[src/inc/flash_host_consts.svh]
// Purpose: offsets, fields, command codes and timing counts of the flash host controller
// Assumes: 250 MHz clock
// Notes:   times are in ns, converted to cycles by rounding up
`ifndef FLASH_HOST_CONSTS_SVH
`define FLASH_HOST_CONSTS_SVH

`define CLK_PERIOD_NS     4
`define NS_TO_CYC(ns)     (((ns) + `CLK_PERIOD_NS - 1) / `CLK_PERIOD_NS)
`define T_AS_NS           10
`define T_WP_NS           200
`define T_WPH_NS          200
`define T_DH_NS           10
`define T_ACC_NS          200
`define T_DF_NS           50
`define T_GLITCH_NS       15
`define T_POR_NS          10000000
`define CYC_AS            `NS_TO_CYC(`T_AS_NS)
`define CYC_WP            `NS_TO_CYC(`T_WP_NS)
`define CYC_WPH           `NS_TO_CYC(`T_WPH_NS)
`define CYC_DH            `NS_TO_CYC(`T_DH_NS)
`define CYC_ACC           `NS_TO_CYC(`T_ACC_NS)
`define CYC_DF            `NS_TO_CYC(`T_DF_NS)
`define CYC_GLITCH        `NS_TO_CYC(`T_GLITCH_NS)
`define CYC_POR           `NS_TO_CYC(`T_POR_NS)

`define REG_CTRL          8'h00
`define REG_ADDR          8'h04
`define REG_WDATA         8'h08
`define REG_STATUS        8'h0C
`define REG_RDATA         8'h10
`define CTRL_RESET_VAL    32'h0000_0000
`define CTRL_CMD_LSB      0
`define CTRL_GO_BIT       8
`define CTRL_RST_BIT      16
`define CTRL_HV_RST_BIT   17
`define CTRL_HV_ID_BIT    18
`define STAT_BUSY_BIT     0
`define STAT_DONE_BIT     1
`define STAT_REFUSED_BIT  2
`define STAT_IDMODE_BIT   3
`define STAT_READY_BIT    4
`define STAT_LOCKED_BIT   5

`define UNLOCK_ADDR1      18'h05555
`define UNLOCK_ADDR2      18'h02AAA
`define LOCK_STATUS_ADDR  18'h00002
`define BOOT_LAST_ADDR    18'h01FFF
`define CODE_UNLOCK1      8'hAA
`define CODE_UNLOCK2      8'h55
`define CODE_ERASE_SETUP  8'h80
`define CODE_CHIP_ERASE   8'h10
`define CODE_SECTOR_ERASE 8'h30
`define CODE_PROGRAM      8'hA0
`define CODE_LOCKOUT      8'h40
`define CODE_ID_ENTRY     8'h90
`define CODE_ID_EXIT      8'hF0
`define POLL_BIT          7
`define TOGGLE_BIT        6
`define LOCK_BIT          0

`endif

[src/inc/flash_host_pkg.sv]
// Purpose: types shared by the flash host controller
// Assumes: 18-bit word address, 16-bit data
// Notes:   command codes are the values software writes to the control register
package flash_host_pkg;
   typedef enum logic [3:0] {
      CMD_READ         = 4'h0,
      CMD_PROGRAM      = 4'h1,
      CMD_CHIP_ERASE   = 4'h2,
      CMD_SECTOR_ERASE = 4'h3,
      CMD_LOCKOUT      = 4'h4,
      CMD_ID_ENTRY     = 4'h5,
      CMD_ID_EXIT3     = 4'h6,
      CMD_ID_EXIT1     = 4'h7
   } cmd_t;
   typedef enum {ST_IDLE, ST_ISSUE, ST_WAIT, ST_POLL, ST_POLL_WAIT} seq_state_t;
   typedef enum {CY_IDLE, CY_SETUP, CY_PULSE, CY_HOLD, CY_GAP} cyc_state_t;
   typedef struct packed {
      logic [17:0] addr;
      logic [15:0] data;
      logic        last;
   } step_t;
endpackage

[src/inc/bus_cycle_if.sv]
// Purpose: one flash bus cycle request between sequencer and pin engine
// Assumes: req is taken only while the engine is idle
// Notes:   done is a one-cycle pulse, rdata is valid with it
interface bus_cycle_if;
   logic        req;
   logic        wr;
   logic [17:0] addr;
   logic [15:0] wdata;
   logic        done;
   logic [15:0] rdata;
   modport ctl (output req, wr, addr, wdata, input done, rdata);
   modport eng (input req, wr, addr, wdata, output done, rdata);
endinterface

[src/hw/flash_pin_cycle.sv]
// Purpose: drives one asynchronous read or write cycle on the flash pins
// Assumes: pins sampled synchronously to mclk_i
// Notes:   chip select is the outer strobe, write strobe or output enable the inner one
`include "flash_host_consts.svh"
module flash_pin_cycle
   import flash_host_pkg::*;
(
   input  wire logic        mclk_i,
   input  wire logic        rst_b_i,
   bus_cycle_if.eng         cyc,
   output logic [17:0]      fl_addr_o,
   output logic [15:0]      fl_dq_o,
   output logic             fl_dq_oe_o,
   input  wire logic [15:0] fl_dq_i,
   output logic             fl_ce_b_o,
   output logic             fl_oe_b_o,
   output logic             fl_we_b_o
);
   initial begin
      if (`CYC_WP < `CYC_GLITCH + 1 || `CYC_ACC > 255) $error("Strobe timing unusable");
   end

   cyc_state_t state_reg, state_next;
   logic [7:0] cnt_reg, cnt_next;
   logic       wr_reg, wr_sel, tick, active_next;

   assign tick   = (cnt_reg == 8'h00);
   assign wr_sel = (state_reg == CY_IDLE) ? cyc.wr : wr_reg;

   always_comb begin
      state_next = state_reg;
      cnt_next   = tick ? 8'h00 : cnt_reg - 8'h01;
      case (state_reg)
         CY_IDLE: if (cyc.req) begin
            state_next = CY_SETUP;
            cnt_next   = 8'(`CYC_AS - 1);
         end
         CY_SETUP: if (tick) begin
            state_next = CY_PULSE;
            cnt_next   = wr_reg ? 8'(`CYC_WP - 1) : 8'(`CYC_ACC - 1);
         end
         CY_PULSE: if (tick) begin
            state_next = CY_HOLD;
            cnt_next   = wr_reg ? 8'(`CYC_DH - 1) : 8'(`CYC_DF - 1);
         end
         CY_HOLD: if (tick) begin
            state_next = CY_GAP;
            cnt_next   = 8'(`CYC_WPH - 1);
         end
         CY_GAP: if (tick) state_next = CY_IDLE;
         default: state_next = CY_IDLE;
      endcase
   end
   assign active_next = (state_next == CY_SETUP) || (state_next == CY_PULSE) ||
                        (state_next == CY_HOLD);

   always_ff @(posedge mclk_i or negedge rst_b_i) begin
      if (!rst_b_i) begin
         state_reg <= CY_IDLE;
         cnt_reg   <= 8'h00;
      end else begin
         state_reg <= state_next;
         cnt_reg   <= cnt_next;
      end
   end

   // Registered strobes so no decode glitch reaches the pins; the write strobe
   // only falls with select low and output enable high
   always_ff @(posedge mclk_i or negedge rst_b_i) begin
      if (!rst_b_i) begin
         fl_ce_b_o  <= 1'b1;
         fl_oe_b_o  <= 1'b1;
         fl_we_b_o  <= 1'b1;
         fl_dq_oe_o <= 1'b0;
      end else begin
         fl_ce_b_o  <= !active_next;
         fl_we_b_o  <= !(state_next == CY_PULSE && wr_sel);
         fl_oe_b_o  <= !(state_next == CY_PULSE && !wr_sel);
         fl_dq_oe_o <= active_next && wr_sel;
      end
   end

   always_ff @(posedge mclk_i or negedge rst_b_i) begin
      if (!rst_b_i) begin
         wr_reg    <= 1'b0;
         fl_addr_o <= 18'h00000;
         fl_dq_o   <= 16'h0000;
         cyc.rdata <= 16'h0000;
         cyc.done  <= 1'b0;
      end else begin
         cyc.done <= (state_reg == CY_GAP) && tick;
         if (state_reg == CY_IDLE && cyc.req) begin
            wr_reg    <= cyc.wr;
            fl_addr_o <= cyc.addr;
            fl_dq_o   <= cyc.wdata;
         end
         if (state_reg == CY_PULSE && tick && !wr_reg) cyc.rdata <= fl_dq_i;
      end
   end

   property p_inhibit;
      @(posedge mclk_i) disable iff (!rst_b_i) !fl_we_b_o |-> !fl_ce_b_o && fl_oe_b_o;
   endproperty
   a_inhibit: assert property (p_inhibit) else $error("Write strobe low while inhibited");
   property p_glitch;
      @(posedge mclk_i) disable iff (!rst_b_i) $fell(fl_we_b_o) |-> (!fl_we_b_o)[*8];
   endproperty
   a_glitch: assert property (p_glitch) else $error("Write pulse too short");
   property p_latch;
      @(posedge mclk_i) disable iff (!rst_b_i)
         !fl_we_b_o && $past(!fl_we_b_o) |-> fl_dq_oe_o && $stable(fl_addr_o) && $stable(fl_dq_o);
   endproperty
   a_latch: assert property (p_latch) else $error("Address or data moved in write");
endmodule

[src/hw/flash_cmd_host.sv]
// Purpose: APB-controlled host that issues command sequences to a 256K x 16 NOR flash
// Assumes: APB slave with zero wait states; flash pins synchronous to mclk_i
// Notes:   one command at a time; program and erase completion found by toggle polling, plus completion polling for programs
// How it works
// - Lockout is enabled by the six-cycle sequence ending 40 to 5555.
// - Identification by high-voltage address line or command; A0 picks code.
// - Identification entry is AA, 55, then 90 to 5555.
// - Identification exit is the three-cycle F0 form or one F0 anywhere.
// - Only the low data byte carries the command code.
// - Sector erase is the erase prefix then 30 at a sector address.
// - Chip erase is the erase prefix then 10 to 5555.
// - Address latched on last falling strobe, data on first rising.
`include "flash_host_consts.svh"
module flash_cmd_host
   import flash_host_pkg::*;
#(
   parameter int unsigned ADDR_W     = 18,
   parameter int unsigned DATA_W     = 16,
   parameter int unsigned POR_CYCLES = `CYC_POR
) (
   input  wire logic        mclk_i,
   input  wire logic        rst_b_i,
   input  wire logic        psel_i,
   input  wire logic        penable_i,
   input  wire logic        pwrite_i,
   input  wire logic [7:0]  paddr_i,
   input  wire logic [31:0] pwdata_i,
   output logic [31:0]      prdata_o,
   output logic             pready_o,
   output logic             pslverr_o,
   output logic [17:0]      fl_addr_o,
   output logic [15:0]      fl_dq_o,
   output logic             fl_dq_oe_o,
   input  wire logic [15:0] fl_dq_i,
   output logic             fl_ce_b_o,
   output logic             fl_oe_b_o,
   output logic             fl_we_b_o,
   output logic             fl_reset_b_o,
   output logic             fl_reset_hv_o,
   output logic             fl_id_hv_o
);
   initial begin
      if (ADDR_W != 18 || DATA_W != 16 || POR_CYCLES < 1) $error("Unsupported parameters");
   end

   bus_cycle_if cyc ();
   flash_pin_cycle u_pins (
      .mclk_i     (mclk_i),
      .rst_b_i    (rst_b_i),
      .cyc        (cyc),
      .fl_addr_o  (fl_addr_o),
      .fl_dq_o    (fl_dq_o),
      .fl_dq_oe_o (fl_dq_oe_o),
      .fl_dq_i    (fl_dq_i),
      .fl_ce_b_o  (fl_ce_b_o),
      .fl_oe_b_o  (fl_oe_b_o),
      .fl_we_b_o  (fl_we_b_o)
   );

   seq_state_t  st_reg;
   cmd_t        cmd_reg;
   logic [31:0] ctrl_reg;
   logic [17:0] addr_reg;
   logic [15:0] wdata_reg, rdata_reg;
   logic [2:0]  step_reg;
   logic [31:0] por_cnt_reg;
   logic        por_done_reg, done_reg, refused_reg, id_mode_reg, locked_reg;
   logic        first_reg, prev_tgl_reg;
   logic        wr_en, go, boot_hit, accept, poll_ok, stable;
   step_t       step;

   // Sequences as the flash decoder expects them; any other cycle would drop it to read
   function automatic step_t seq_step(cmd_t c, logic [2:0] i, logic [17:0] a, logic [15:0] d);
      step_t s;
      s = '{addr: `UNLOCK_ADDR1, data: {8'h00, `CODE_UNLOCK1}, last: 1'b0};
      case (i)
         3'd0: if (c == CMD_ID_EXIT1) s = '{a, {8'h00, `CODE_ID_EXIT}, 1'b1};
         else if (c == CMD_READ) s = '{a, 16'h0000, 1'b1};
         3'd1, 3'd4: s = '{`UNLOCK_ADDR2, {8'h00, `CODE_UNLOCK2}, 1'b0};
         3'd2: case (c)
            CMD_PROGRAM:  s.data = {8'h00, `CODE_PROGRAM};
            CMD_ID_ENTRY: s = '{`UNLOCK_ADDR1, {8'h00, `CODE_ID_ENTRY}, 1'b1};
            CMD_ID_EXIT3: s = '{`UNLOCK_ADDR1, {8'h00, `CODE_ID_EXIT}, 1'b1};
            default:      s.data = {8'h00, `CODE_ERASE_SETUP};
         endcase
         3'd3: if (c == CMD_PROGRAM) s = '{a, d, 1'b1};
         default: case (c)
            CMD_CHIP_ERASE:   s.data = {8'h00, `CODE_CHIP_ERASE};
            CMD_SECTOR_ERASE: s = '{a, {8'h00, `CODE_SECTOR_ERASE}, 1'b1};
            default:          s.data = {8'h00, `CODE_LOCKOUT};
         endcase
      endcase
      if (i == 3'd5) s.last = 1'b1;
      return s;
   endfunction

   assign pready_o = 1'b1;
   assign wr_en    = psel_i && penable_i && pwrite_i;
   assign go       = wr_en && paddr_i == `REG_CTRL && pwdata_i[`CTRL_GO_BIT];
   // Host-side mirror of the lockout so software learns of a refused write at once;
   // the override that counts is the one written along with the command
   assign boot_hit = cmd_t'(pwdata_i[`CTRL_CMD_LSB +: 4]) == CMD_PROGRAM &&
                     addr_reg <= `BOOT_LAST_ADDR && locked_reg && !pwdata_i[`CTRL_HV_RST_BIT];
   assign accept   = go && st_reg == ST_IDLE && por_done_reg &&
                     !pwdata_i[`CTRL_RST_BIT] && !boot_hit;
   assign step     = seq_step(cmd_reg, step_reg, addr_reg, wdata_reg);
   assign stable   = cyc.rdata[`TOGGLE_BIT] == prev_tgl_reg;
   assign poll_ok  = !first_reg && stable &&
                     (cmd_reg != CMD_PROGRAM ||
                      cyc.rdata[`POLL_BIT] == wdata_reg[`POLL_BIT]);

   always_comb begin
      cyc.req   = (st_reg == ST_ISSUE) || (st_reg == ST_POLL);
      cyc.wr    = (st_reg == ST_ISSUE) && cmd_reg != CMD_READ;
      cyc.addr  = (st_reg == ST_POLL) ? addr_reg : step.addr;
      cyc.wdata = step.data;
      if (ctrl_reg[`CTRL_HV_ID_BIT] && cmd_reg == CMD_READ)
         cyc.addr = {17'h00000, addr_reg[0]};
   end

   always_ff @(posedge mclk_i or negedge rst_b_i) begin
      if (!rst_b_i) begin
         ctrl_reg  <= `CTRL_RESET_VAL;
         addr_reg  <= 18'h00000;
         wdata_reg <= 16'h0000;
      end else if (wr_en) begin
         case (paddr_i)
            `REG_CTRL:  ctrl_reg  <= pwdata_i & 32'h0007_000F;
            `REG_ADDR:  addr_reg  <= pwdata_i[17:0];
            `REG_WDATA: wdata_reg <= pwdata_i[15:0];
            default:    ;
         endcase
      end
   end

   always_ff @(posedge mclk_i or negedge rst_b_i) begin
      if (!rst_b_i) begin
         prdata_o  <= 32'h0000_0000;
         pslverr_o <= 1'b0;
      end else if (psel_i && !penable_i) begin
         pslverr_o <= 1'b0;
         case (paddr_i)
            `REG_CTRL:   prdata_o <= ctrl_reg;
            `REG_ADDR:   prdata_o <= {14'h0000, addr_reg};
            `REG_WDATA:  prdata_o <= {16'h0000, wdata_reg};
            `REG_STATUS: prdata_o <= {26'h0000000, locked_reg, por_done_reg, id_mode_reg,
                                      refused_reg, done_reg, st_reg != ST_IDLE};
            `REG_RDATA:  prdata_o <= {16'h0000, rdata_reg};
            default: begin
               prdata_o  <= 32'h0000_0000;
               pslverr_o <= 1'b1;
            end
         endcase
      end
   end

   // Power-on wait; counts from reset release
   always_ff @(posedge mclk_i or negedge rst_b_i) begin
      if (!rst_b_i) begin
         por_cnt_reg  <= 32'h0000_0000;
         por_done_reg <= 1'b0;
      end else if (!por_done_reg) begin
         por_cnt_reg  <= por_cnt_reg + 32'h0000_0001;
         por_done_reg <= por_cnt_reg == 32'(POR_CYCLES - 1);
      end
   end

   always_ff @(posedge mclk_i or negedge rst_b_i) begin
      if (!rst_b_i) begin
         fl_reset_b_o  <= 1'b1;
         fl_reset_hv_o <= 1'b0;
         fl_id_hv_o    <= 1'b0;
      end else begin
         fl_reset_b_o  <= !ctrl_reg[`CTRL_RST_BIT];
         fl_reset_hv_o <= ctrl_reg[`CTRL_HV_RST_BIT] && !ctrl_reg[`CTRL_RST_BIT];
         fl_id_hv_o    <= ctrl_reg[`CTRL_HV_ID_BIT];
      end
   end

   always_ff @(posedge mclk_i or negedge rst_b_i) begin
      if (!rst_b_i) begin
         st_reg       <= ST_IDLE;
         cmd_reg      <= CMD_READ;
         step_reg     <= 3'd0;
         done_reg     <= 1'b0;
         refused_reg  <= 1'b0;
         id_mode_reg  <= 1'b0;
         locked_reg   <= 1'b0;
         first_reg    <= 1'b1;
         prev_tgl_reg <= 1'b0;
         rdata_reg    <= 16'h0000;
      end else if (ctrl_reg[`CTRL_RST_BIT]) begin
         st_reg      <= ST_IDLE;
         id_mode_reg <= 1'b0;
      end else begin
         if (go) begin
            refused_reg <= !accept;
            done_reg    <= 1'b0;
         end
         if (accept) begin
            cmd_reg  <= cmd_t'(pwdata_i[`CTRL_CMD_LSB +: 4]);
            step_reg <= 3'd0;
            st_reg   <= ST_ISSUE;
         end
         case (st_reg)
            ST_IDLE:  ;
            ST_ISSUE: st_reg <= ST_WAIT;
            ST_WAIT: if (cyc.done) begin
               if (cmd_reg == CMD_READ) begin
                  rdata_reg <= cyc.rdata;
                  if (id_mode_reg && addr_reg == `LOCK_STATUS_ADDR)
                     locked_reg <= cyc.rdata[`LOCK_BIT];
               end
               if (!step.last) begin
                  step_reg <= step_reg + 3'd1;
                  st_reg   <= ST_ISSUE;
               end else if (cmd_reg inside {CMD_PROGRAM, CMD_CHIP_ERASE, CMD_SECTOR_ERASE}) begin
                  first_reg <= 1'b1;
                  st_reg    <= ST_POLL;
               end else begin
                  if (cmd_reg == CMD_LOCKOUT) locked_reg <= 1'b1;
                  if (cmd_reg == CMD_ID_ENTRY) id_mode_reg <= 1'b1;
                  if (cmd_reg inside {CMD_ID_EXIT1, CMD_ID_EXIT3}) id_mode_reg <= 1'b0;
                  done_reg <= 1'b1;
                  st_reg   <= ST_IDLE;
               end
            end
            ST_POLL: st_reg <= ST_POLL_WAIT;
            ST_POLL_WAIT: if (cyc.done) begin
               rdata_reg    <= cyc.rdata;
               prev_tgl_reg <= cyc.rdata[`TOGGLE_BIT];
               first_reg    <= 1'b0;
               if (poll_ok) begin
                  done_reg <= 1'b1;
                  st_reg   <= ST_IDLE;
               end else begin
                  st_reg <= ST_POLL;
               end
            end
            default: st_reg <= ST_IDLE;
         endcase
      end
   end

   property p_por;
      @(posedge mclk_i) disable iff (!rst_b_i) !por_done_reg |-> !cyc.req;
   endproperty
   a_por: assert property (p_por) else $error("Cycle issued during power-on wait");
   property p_first;
      @(posedge mclk_i) disable iff (!rst_b_i)
         st_reg == ST_ISSUE && step_reg == 3'd0 && !(cmd_reg inside {CMD_READ, CMD_ID_EXIT1})
         |-> cyc.addr == `UNLOCK_ADDR1 && cyc.wdata == {8'h00, `CODE_UNLOCK1};
   endproperty
   a_first: assert property (p_first) else $error("Sequence does not open with unlock");
   property p_upper;
      @(posedge mclk_i) disable iff (!rst_b_i)
         cyc.req && cyc.wr && !(cmd_reg == CMD_PROGRAM && step_reg == 3'd3)
         |-> cyc.wdata[15:8] == 8'h00;
   endproperty
   a_upper: assert property (p_upper) else $error("Command upper byte not zero");
   property p_busy;
      @(posedge mclk_i) disable iff (!rst_b_i)
         go && st_reg != ST_IDLE && !ctrl_reg[`CTRL_RST_BIT] |=> refused_reg && $stable(cmd_reg);
   endproperty
   a_busy: assert property (p_busy) else $error("Command taken while busy");
   property p_boot;
      @(posedge mclk_i) disable iff (!rst_b_i)
         go && boot_hit && st_reg == ST_IDLE && !ctrl_reg[`CTRL_RST_BIT]
         |=> refused_reg && st_reg != ST_ISSUE;
   endproperty
   a_boot: assert property (p_boot) else $error("Locked boot program issued");
   property p_hvrst;
      @(posedge mclk_i) disable iff (!rst_b_i) fl_reset_hv_o |-> fl_reset_b_o;
   endproperty
   a_hvrst: assert property (p_hvrst) else $error("Override with reset low");
   property p_hvid;
      @(posedge mclk_i) disable iff (!rst_b_i)
         ctrl_reg[`CTRL_HV_ID_BIT] && cmd_reg == CMD_READ && cyc.req && !cyc.wr
         |-> cyc.addr[17:1] == 17'h00000;
   endproperty
   a_hvid: assert property (p_hvid) else $error("Upper address set in id read");
   property p_poll;
      @(posedge mclk_i) disable iff (!rst_b_i)
         st_reg == ST_POLL_WAIT && cyc.done && !first_reg && !stable && !ctrl_reg[`CTRL_RST_BIT]
         |=> st_reg == ST_POLL ##1 cyc.req == 1'b0;
   endproperty
   a_poll: assert property (p_poll) else $error("Poll ended while toggling");
   c_program: cover property (@(posedge mclk_i) disable iff (!rst_b_i)
      cmd_reg == CMD_PROGRAM && st_reg == ST_POLL_WAIT ##1 st_reg == ST_IDLE);
   c_id_read: cover property (@(posedge mclk_i) disable iff (!rst_b_i)
      id_mode_reg && cmd_reg == CMD_READ && cyc.done);
   c_refused: cover property (@(posedge mclk_i) disable iff (!rst_b_i) go && !accept);
endmodule

[config.mk]
export PLATFORM = sky130hd
export DESIGN_NAME = flash_cmd_host
export DESIGN_NICKNAME = d
export VERILOG_FILES = /design/src/inc/flash_host_pkg.sv /design/src/inc/bus_cycle_if.sv /design/src/hw/flash_pin_cycle.sv /design/src/hw/flash_cmd_host.sv
export VERILOG_INCLUDE_DIRS = /design/src /design/src/inc
export SDC_FILE = /design/constraint.sdc
export NUM_CORES = 1
export LEC_CHECK = 0
export ABC_AREA = 0
export BUFFER_PORTS_ARGS = -buffer_cell sky130_fd_sc_hd__buf_2
export CORE_MARGIN = 8
export CORE_UTILIZATION = 55
export DETAILED_ROUTE_END_ITERATION = 6
export MAX_ROUTING_LAYER = met4
export PLACE_DENSITY = 0.81
export SLEW_MARGIN = 20
export SYNTH_ARGS = -nofsm -noshare
export SYNTH_HDL_FRONTEND = slang
export SYNTH_SLANG_ARGS = --single-unit
export TNS_END_PERCENT = 5
[constraint.sdc]
create_clock -name mclk_i -period 3.4 [get_ports mclk_i]
set_input_delay 0.17 -clock mclk_i [delete_from_list [all_inputs] [get_ports mclk_i]]
set_output_delay 0.17 -clock mclk_i [all_outputs]
set_load 0.01 [all_outputs]
======== Word-level counts from Yosys, hierarchy flattened ========
Index checks and enable logic that the tools add are counted.
storage, ports and cells
  register bits after elaboration ......... 267
  output and inout port bits .............. 75
operators by class
  add/sub/neg operators ................... 3
  magnitude comparators ................... 1
  equal/unequal tests ..................... 43
  muxes and demuxes ....................... 68
  bitwise logic cells ..................... 1
  reduce and logical (&&, ||, !) cells .... 72
operators by type and width
  cell                   number
  $pmux 32 s5            2
  $mux 32                9
  $eq 32x2->1 const B    6
  $eq 32x3->1 const B    6
  $pmux 35 s4            1
  $logic_not 32->1       4
  $mux 35                3
  $pmux 19 s5            1
  $eq 32x1->1 const B    2
  $mux 18                3
  $mux 16                3
  $add 32x1->32 const B  1
  $eq 32x22->1 const B   1
  $eq 32x4->1 const B    1
  $mux 8                 4
  $pmux 16 s2            1
  $reduce_bool 32->1     1
  $mux 1                 28
  $logic_and 1x1->1      25
  $pmux 8 s3             1
  $pmux 7 s3             1
  $eq 18x2->1 const B    1
  $le 18x13->1 const B   1
  $eq 4x3->1 const B     4
  34 further kinds       78

======== Logic depth before layout (Yosys ltp) ========
Gate-level depths: netlist of run 1.
  word-level depth ........................ 12
  mapped depth ............................ 9
  mapped depth without buffers ............ 8

======== Hierarchy ========
Synthesis of run 1 repeated with hierarchy kept, for this count alone.
second synthesis, totals
  cells, all modules ...................... 880
  area, all modules ....................... 10,904.2 µm²
by module, submodules not included
  module           times used  cells each  area each (µm²)  sequential area each (µm²)
  flash_cmd_host   1           645         7,359.6          3,956.3
  flash_pin_cycle  1           235         3,544.6          2,406.1

======== Least setup slack after synthesis of run 1 ========
Ideal clock, no wire load.
  path type ............................... register -> register
  from .................................... register st_reg[20]
  to ...................................... register rdata_reg[10]
  data arrival time ....................... 2.111 ns
  data required time ...................... 3.273 ns
  slack ................................... 1.161 ns
  stages on the path, launching flop included .. 8
  path buffers ............................ 1
  period minus slack after synthesis ...... 2.239 ns
  path through ............................ dfrtp_1 nor4_4 nand4_4 nor4_4 a21oi_1 nor3_4 buf_6 mux2_1
between the ends
  cells in the longest elaborated chain, start to end .. 3
  elaborated cells between the ends (all ways) .. 8
  those cells by class .................... eq/ne: 5; mux: 1; reduce/logical: 2
ends and longest elaborated chain
  what                                                       line                   text
  start: declaration                                         flash_cmd_host.sv:60   seq_state_t st_reg;
  start signal: assignment                                   flash_cmd_host.sv:182  st_reg <= ST_IDLE;
  start signal: assignment                                   flash_cmd_host.sv:193  st_reg <= ST_IDLE;
  start signal: assignment                                   flash_cmd_host.sv:203  st_reg <= ST_ISSUE;
  $eq 32x2->1 or $eq 32x3->1 (tied branches)                 flash_cmd_host.sv:205  case (st_reg)
  $ne 2x1->1 (no source line), or another cell as far along  -
  $reduce_and 5->1 (no source line)                          -
  end signal: assignment                                     flash_cmd_host.sv:210  rdata_reg <= cyc.rdata;
  end signal: assignment                                     flash_cmd_host.sv:230  rdata_reg <= cyc.rdata;
  end: declaration                                           flash_cmd_host.sv:64   logic [15:0] wdata_reg, rdata_reg;
Parallel ways exist; a longest one is shown, timed or not.
A chain may end at the register's enable or synchronous reset.

======== Worst setup path after layout of run 1 ========
  from .................................... register u_pins.cnt_reg[0]
  to ...................................... register u_pins.cyc.rdata[13]
between the ends
  cells in the longest elaborated chain, start to end .. 3
ends and longest elaborated chain
  what                             line                   text
  start: declaration               flash_pin_cycle.sv:24  logic [7:0] cnt_reg, cnt_next;
  start signal: assignment         flash_pin_cycle.sv:63  cnt_reg <= cnt_next;
  $logic_not 8->1                  flash_pin_cycle.sv:27  assign tick = (cnt_reg == 8'h00);
  $logic_and 1x1->1 (2 in series)  flash_pin_cycle.sv:97  if (state_reg == CY_PULSE && tick && !wr_reg) cyc.rdata <= fl_dq_i;
  end signal: assignment           flash_pin_cycle.sv:97
  end: declaration                 bus_cycle_if.sv:12     modport eng (input req, wr, addr, wdata, output done, rdata);
No other way between the ends.

==> qor.txt, run 1 <==
status -> completed
RSZ-0062 raised after global routing -> no
vias per std cell -> 5.694
worst path cell trace -> inv_1, ha_1, nor2b_1, nand4_1, or3_2, mux2_4
fin util -> 67.40%
Worst Tran Pin Value -> 972.0 ps
post-cts sizing count -> 0
nets -> 1156
Finished Cell Area -> 13080 um^2
routed len/inst -> 18.95 um
placed cell area -> 11820 um^2
fin crit period -> 2621 ps
Rel. slew slack -> 34.70%
DRC -> 0
DR pass1 iterations -> 6
slowest cell delay on critical path -> 860 ps
maximum vdd drop -> 335.5 uV
cells after synthesis -> 882
most frequent cells in the layout -> 249 x dfrtp_1, 107 x buf_2, 82 x nand2_1, 72 x conb_1, 63 x mux2_2
largest net degree at the start of global routing -> 115
setup violators final -> 0
CTS tree -> built
Buf/Inv on CP -> 1
Hold Startpoint -> psel_i
min-delay worst type -> in -> reg
number of I/O port buffers -> 108
Synth warnings -> 0
Fin Setup TNS -> 0 ps
Post-DP HPWL -> 17.72 mm
fillers -> 1438
Boundary Pins -> 136
overall power -> 6.233 mW
Avg Inst Size Synth -> 12.25 um^2
r2r endpoint -> u_pins.cyc.rdata[13]
Final Cycle Share -> 77.10%
flop-to-flop setup slack -> 780 ps
multi-input logic area -> 4369 um^2
FF/Latch Area -> 6362 um^2
RD Place Congestion -> 0.9268
fin worst setup slack -> 778.5 ps
Worst Skew -> 33.49 ps
Max Clk Rate -> 0.3815 GHz
Pins Over Slew Limit -> 0
endpoint type of the worst setup path -> flop
Crit path required time -> 3830 ps
worst hold endpoint -> st_reg[0]
Chip Width -> 156.2 um
crit path kind -> reg -> reg
layout cells sized above 1 -> 24.73%
vias in the first global route -> 7986
H-tree levels -> 1
Final Hold Slack -> 237.7 ps
placed cell count -> 1289
Synth cell types -> 82
GRT overflow -> 0
critical path arrival -> 3050 ps
vias -> 7829
Critical Path Slowest Stage Cell -> or3_2
Initial Util -> 55.70%
CTS Hold Bufs -> 36
clk buf depth -> 3
Routed Antenna Nets -> 0
CTS root buf -> clkbuf_16
clock transition at the registers of the reported paths -> 60 ps
Yosys top cell area share -> 57.67%
Leakage Power -> 6.355 nW
Top Family by Delay on Critical Path -> simple AND/OR/NAND/NOR gates
Post-synth ARST share -> 100.0%
global-route wire length before repair -> 41.88 mm
die area -> 24390 um^2
hold path cells -> 4
R2R Path Start -> u_pins.cnt_reg[0]
CTS Buf Count -> 26
initial drt markers -> 583
# Post-CTS Setup Buffers -> 0
post-synthesis register bit count -> 254
initial antenna violation count -> 1
leading area contributor after synthesis -> dfrtp_1
total track usage -> 22.05%
Area Overhead vs Synth -> 21.00%
Die Y-Extent -> 156.2 um
FP Rows -> 51
top_reg_cell synth -> dfrtp_1
Max Cap Violations -> 0
CTS Sinks -> 254
Reg2Reg Depth -> 6
clock latency on the worst-skew pair -> 550 ps
Crit Path Max Fanout -> 17
Final Non-Filler Cells -> 1375
core area -> 19400 um^2
pwr dens -> 476.7 nW/um^2
Post-synth EDFFs -> 0
area of the mapped netlist -> 10810 um^2
CP startpoint kind -> flop
sequential element share of the synthesized area -> 58.88%
final hold violation count -> 0
most common cell after layout, fill and taps aside -> dfrtp_1
main area contributors after synthesis -> dfrtp_1 58%, mux2_2 6.6%, nand2_1 2.8%
pre-CTS WS -> 640.7 ps
Total Wirelength -> 26.05 mm
[final cells by class]
cell class	instances	area share, %
sequential	254	48.66
multi-input combinational	632	33.42
timing repair buffer	158	8.057
clock buffer	36	5.646
tap	265	2.536
clock inverter	12	1.187
inverter	16	0.4593
antenna	2	0.03828
[how the worst max path moves through the flow]
| stage | start | end | slack (ps) | cells after the start |
|---|---|---|---|---|
| after global placement | u_pins.cnt_reg[0] | u_pins.cyc.rdata[14] | 690 | 6 |
| after floorplan | st_reg[20] | rdata_reg[10] | 1160 | 7 |
| after detailed placement | u_pins.cnt_reg[0] | u_pins.cyc.rdata[15] | 640 | 6 |
| after CTS | u_pins.cnt_reg[0] | u_pins.cyc.rdata[9] | 650 | 6 |
| final | u_pins.cnt_reg[0] | u_pins.cyc.rdata[13] | 780 | 6 |
| after global routing | st_reg[12] | u_pins.fl_addr_o[7] | 540 | 6 |
[cell families (layout without fill, tap and decap cells)]
kind of cell	Yosys count	after routing	synth area share, %
adder cells (fa/ha/maj)	7	7	0.8105
multiplexers	83	83	8.916
AND/OR/NAND/NOR	280	280	15.41
other	2	74	0.06950
buffers and inverters	66	222	3.127
XOR/XNOR	40	40	3.242
flip-flops	254	254	58.88
AO/OA/AOI/OAI	150	150	9.542
[per-layer routing]
layer  wire (um)  up-vias  track usage [%]  part of all wire (%)
li1            -     3529                -                     -
met1       10540     3881            27.97                    40
met2       12460      350            34.77                    48
met3        2264       69            4.266                   8.7
met4         785        0            8.330                   3.0
met5           0        -                -                     0
[worst register-to-register path: cells and delay by family (launching register included)]
kind	cells	cell delay [ps]
adder cells (fa/ha/maj)	1	190
buffers and inverters	1	80
flip-flops	1	390
multiplexers	1	410
AND/OR/NAND/NOR	3	1450
[where the power goes]
part           internal, mW  leakage [nW]  total (mW)  switching (mW)
registers              3.08          3.32        3.11          0.0353
clock network          1.75         0.436        2.92            1.17
logic                0.0813          2.60       0.201           0.120
[synth_stat cells (8+ instances only)]
master	n
nand2_1	82
xor2_1	10
nor4_2	10
xnor2_1	30
o21ai_0	45
buf_2	9
mux2_4	8
buf_4	15
nor3_1	20
a21oi_1	22
nand4_1	15
nor4_1	10
nand3_1	19
a222oi_1	16
clkbuf_1	21
nor2_1	43
mux2_2	63
and2_1	11
dfrtp_1	249
inv_1	16
a211o_1	8
mux2_1	11
(Power assumes the default switching activity.)
==> run 2: changes to the inputs <==
--- a/config.mk
+++ b/config.mk
@@ -9,7 +9,7 @@
 export ABC_AREA = 0
 export BUFFER_PORTS_ARGS = -buffer_cell sky130_fd_sc_hd__buf_2
 export CORE_MARGIN = 8
-export CORE_UTILIZATION = 55
+export CORE_UTILIZATION = 52
 export DETAILED_ROUTE_END_ITERATION = 6
 export MAX_ROUTING_LAYER = met4
 export PLACE_DENSITY = 0.81
==> constraint.sdc (replaced) <==
create_clock -name mclk_i -period 2.3 [get_ports mclk_i]
set_input_delay 0.115 -clock mclk_i [delete_from_list [all_inputs] [get_ports mclk_i]]
set_output_delay 0.115 -clock mclk_i [all_outputs]
set_load 0.01 [all_outputs]
==> run 2 against run 1 <==
Against the previous run:
- the run now ends with DRC, setup timing left
- cell count increased by 3.4%
- clock power grew 53%
- maximum frequency grew 9.2%
- register-to-register slack got worse by 880 ps
- non-clock buffer count rose by 45
- worst setup slack lost 880 ps
- routed wire length rose by 7.9%
- via count increased by 2.5%
- sequential share of layout area shrank 2.5 points
==> qor.txt, run 2 (synthesis gave the netlist of run 1 again) <==
fin util -> 67.96%
cell mode on critical path -> nor4_4
critical path arrival -> 2810 ps
RD Place Congestion -> 0.9200
Die Y-Extent -> 160.2 um
Pins Over Slew Limit -> 0
Final Hold Slack -> 123.3 ps
placed cell count -> 1330
fin worst setup slack -> -100.1 ps
Leakage Power -> 6.693 nW
slowest cell delay on critical path -> 390 ps
Crit path required time -> 2710 ps
pre-CTS WS -> -34.67 ps
routed len/inst -> 19.76 um
layout cells sized above 1 -> 30.30%
vias per std cell -> 5.645
Boundary Pins -> 136
final hold violation count -> 0
vias -> 8027
DR pass1 iterations -> 7
total track usage -> 21.47%
core area -> 20300 um^2
CTS root buf -> clkbuf_16
nets -> 1201
min-delay worst type -> in -> reg
Area Overhead vs Synth -> 27.67%
Rel. slew slack -> 57.64%
failing checks -> DRC, setup timing
Chip Width -> 160.2 um
multi-input logic area -> 4614 um^2
pwr dens -> 681.0 nW/um^2
Worst Tran Pin Value -> 619.3 ps
die area -> 25650 um^2
most frequent cells in the layout -> 249 x dfrtp_1, 107 x buf_2, 81 x nand2_1, 72 x conb_1, 57 x mux2_2
DRC -> 23
worst path cell trace -> nor4_4, nand4_4, nor4_4, a21oi_2, nor3_4, buf_12, clkbuf_16, mux2_4
FP Rows -> 52
Crit Path Max Fanout -> 8
crit path kind -> reg -> reg
RSZ-0062 raised after global routing -> yes
Total Wirelength -> 28.10 mm
endpoint type of the worst setup path -> flop
CTS Sinks -> 254
FF/Latch Area -> 6362 um^2
initial drt markers -> 797
fin crit period -> 2400 ps
number of I/O port buffers -> 108
Post-DP HPWL -> 18.75 mm
global-route wire length before repair -> 44.07 mm
clock transition at the registers of the reported paths -> 60 ps
initial antenna violation count -> 0
fillers -> 1435
most common cell after layout, fill and taps aside -> dfrtp_1
CP startpoint kind -> flop
vias in the first global route -> 8327
Worst Skew -> 17.05 ps
GRT overflow -> 0
Routed Antenna Nets -> 0
H-tree levels -> 1
Max Cap Violations -> 0
flop-to-flop setup slack -> -100 ps
Final Non-Filler Cells -> 1422
largest net degree at the start of global routing -> 72
ANT cells -> 0
CTS Buf Count -> 26
Critical Path Slowest Stage Cell -> dfrtp_1
status -> finished with violations
Initial Util -> 53.23%
CTS tree -> built
Max Clk Rate -> 0.4166 GHz
maximum vdd drop -> 556.2 uV
Final Cycle Share -> 104.4%
clk buf depth -> 3
setup violators final -> 16
clock latency on the worst-skew pair -> 530 ps
==> run 2: cell types whose count changed in the layout (fill, tap and decap cells not counted), moves of 3 or more <==
cell     delta
mux2_2      -6
nor4_4      +4
buf_12      +6
buf_6       +4
nor4_2      -3
mux2_4     +17
buf_4      +34
o21ai_2     +3
mux2_1     -11
==> run 2: worst paths after layout <==
| check | start | to | depth (start not counted) |
|---|---|---|---|
| max | st_reg[7] | rdata_reg[1] | 8 |
| min | psel_i | prdata_o[12] | 5 |
| max reg2reg | st_reg[7] | rdata_reg[1] | 8 |
| min reg2reg | u_pins.fl_dq_o[10] | u_pins.fl_dq_o[10] | 2 |
| max in group asynchronous | rst_b_i | u_pins.fl_dq_o[8] | 3 |
| min in group asynchronous | rst_b_i | u_pins.state_reg[28] | 2 |
==> run 2: layout make-up <==
class	instances	area share [%]
multi-input cells	632	33.45
flip-flops and latches	254	46.12
clock buffers	38	5.551
inverters	16	0.4353
well taps	270	2.449
repair buffers	203	10.87
clock inverters	9	1.134
==> run 2: what timing repair did <==
item,CTS,global route
endpoints found under the hold margin,202,0
cloned,0,1
hold buffers,36,0
setup buffers,0,8
resized for setup,3,51
pin swaps,0,17
setup endpoints to repair,8,58
==> run 2: critical path: cells and delay by family (launching register included) <==
family	cells	cell delay [ps]
AO/OA/AOI/OAI	1	140
buffers and inverters	2	320
flip-flops	1	390
multiplexers	1	310
AND/OR/NAND/NOR	4	1120
==> run 2: metrics by stage <==
| stage | cell area (um^2) | power, mW | TNS [ps] |
|---|---|---|---|
| floorplan | 11070 | 4.759 | 0 |
| global placement | 12140 | 4.920 | -272.6 |
| detailed placement | 12140 | 4.931 | -123.2 |
| CTS | 13440 | 9.436 | 0 |
| global route | 13800 | 9.679 | -3875 |
| finish | 13800 | 9.396 | -1189 |
==> run 2: where the power goes <==
group          leakage [nW]  total (mW)  internal, mW  switching, mW
logic                  2.91       0.307         0.125          0.182
registers              3.32        4.61          4.55         0.0580
clock network         0.456        4.48          2.75           1.73
total                  6.69        9.40          7.43           1.97
==> run 2: routing by layer <==
layer	track usage [%]	share of wire [%]	up-vias
li1	-	-	3612
met1	25.77	40	4008
met2	34.86	48	338
met3	4.910	8.0	69
met4	8.199	3.4	0
met5	-	0	-
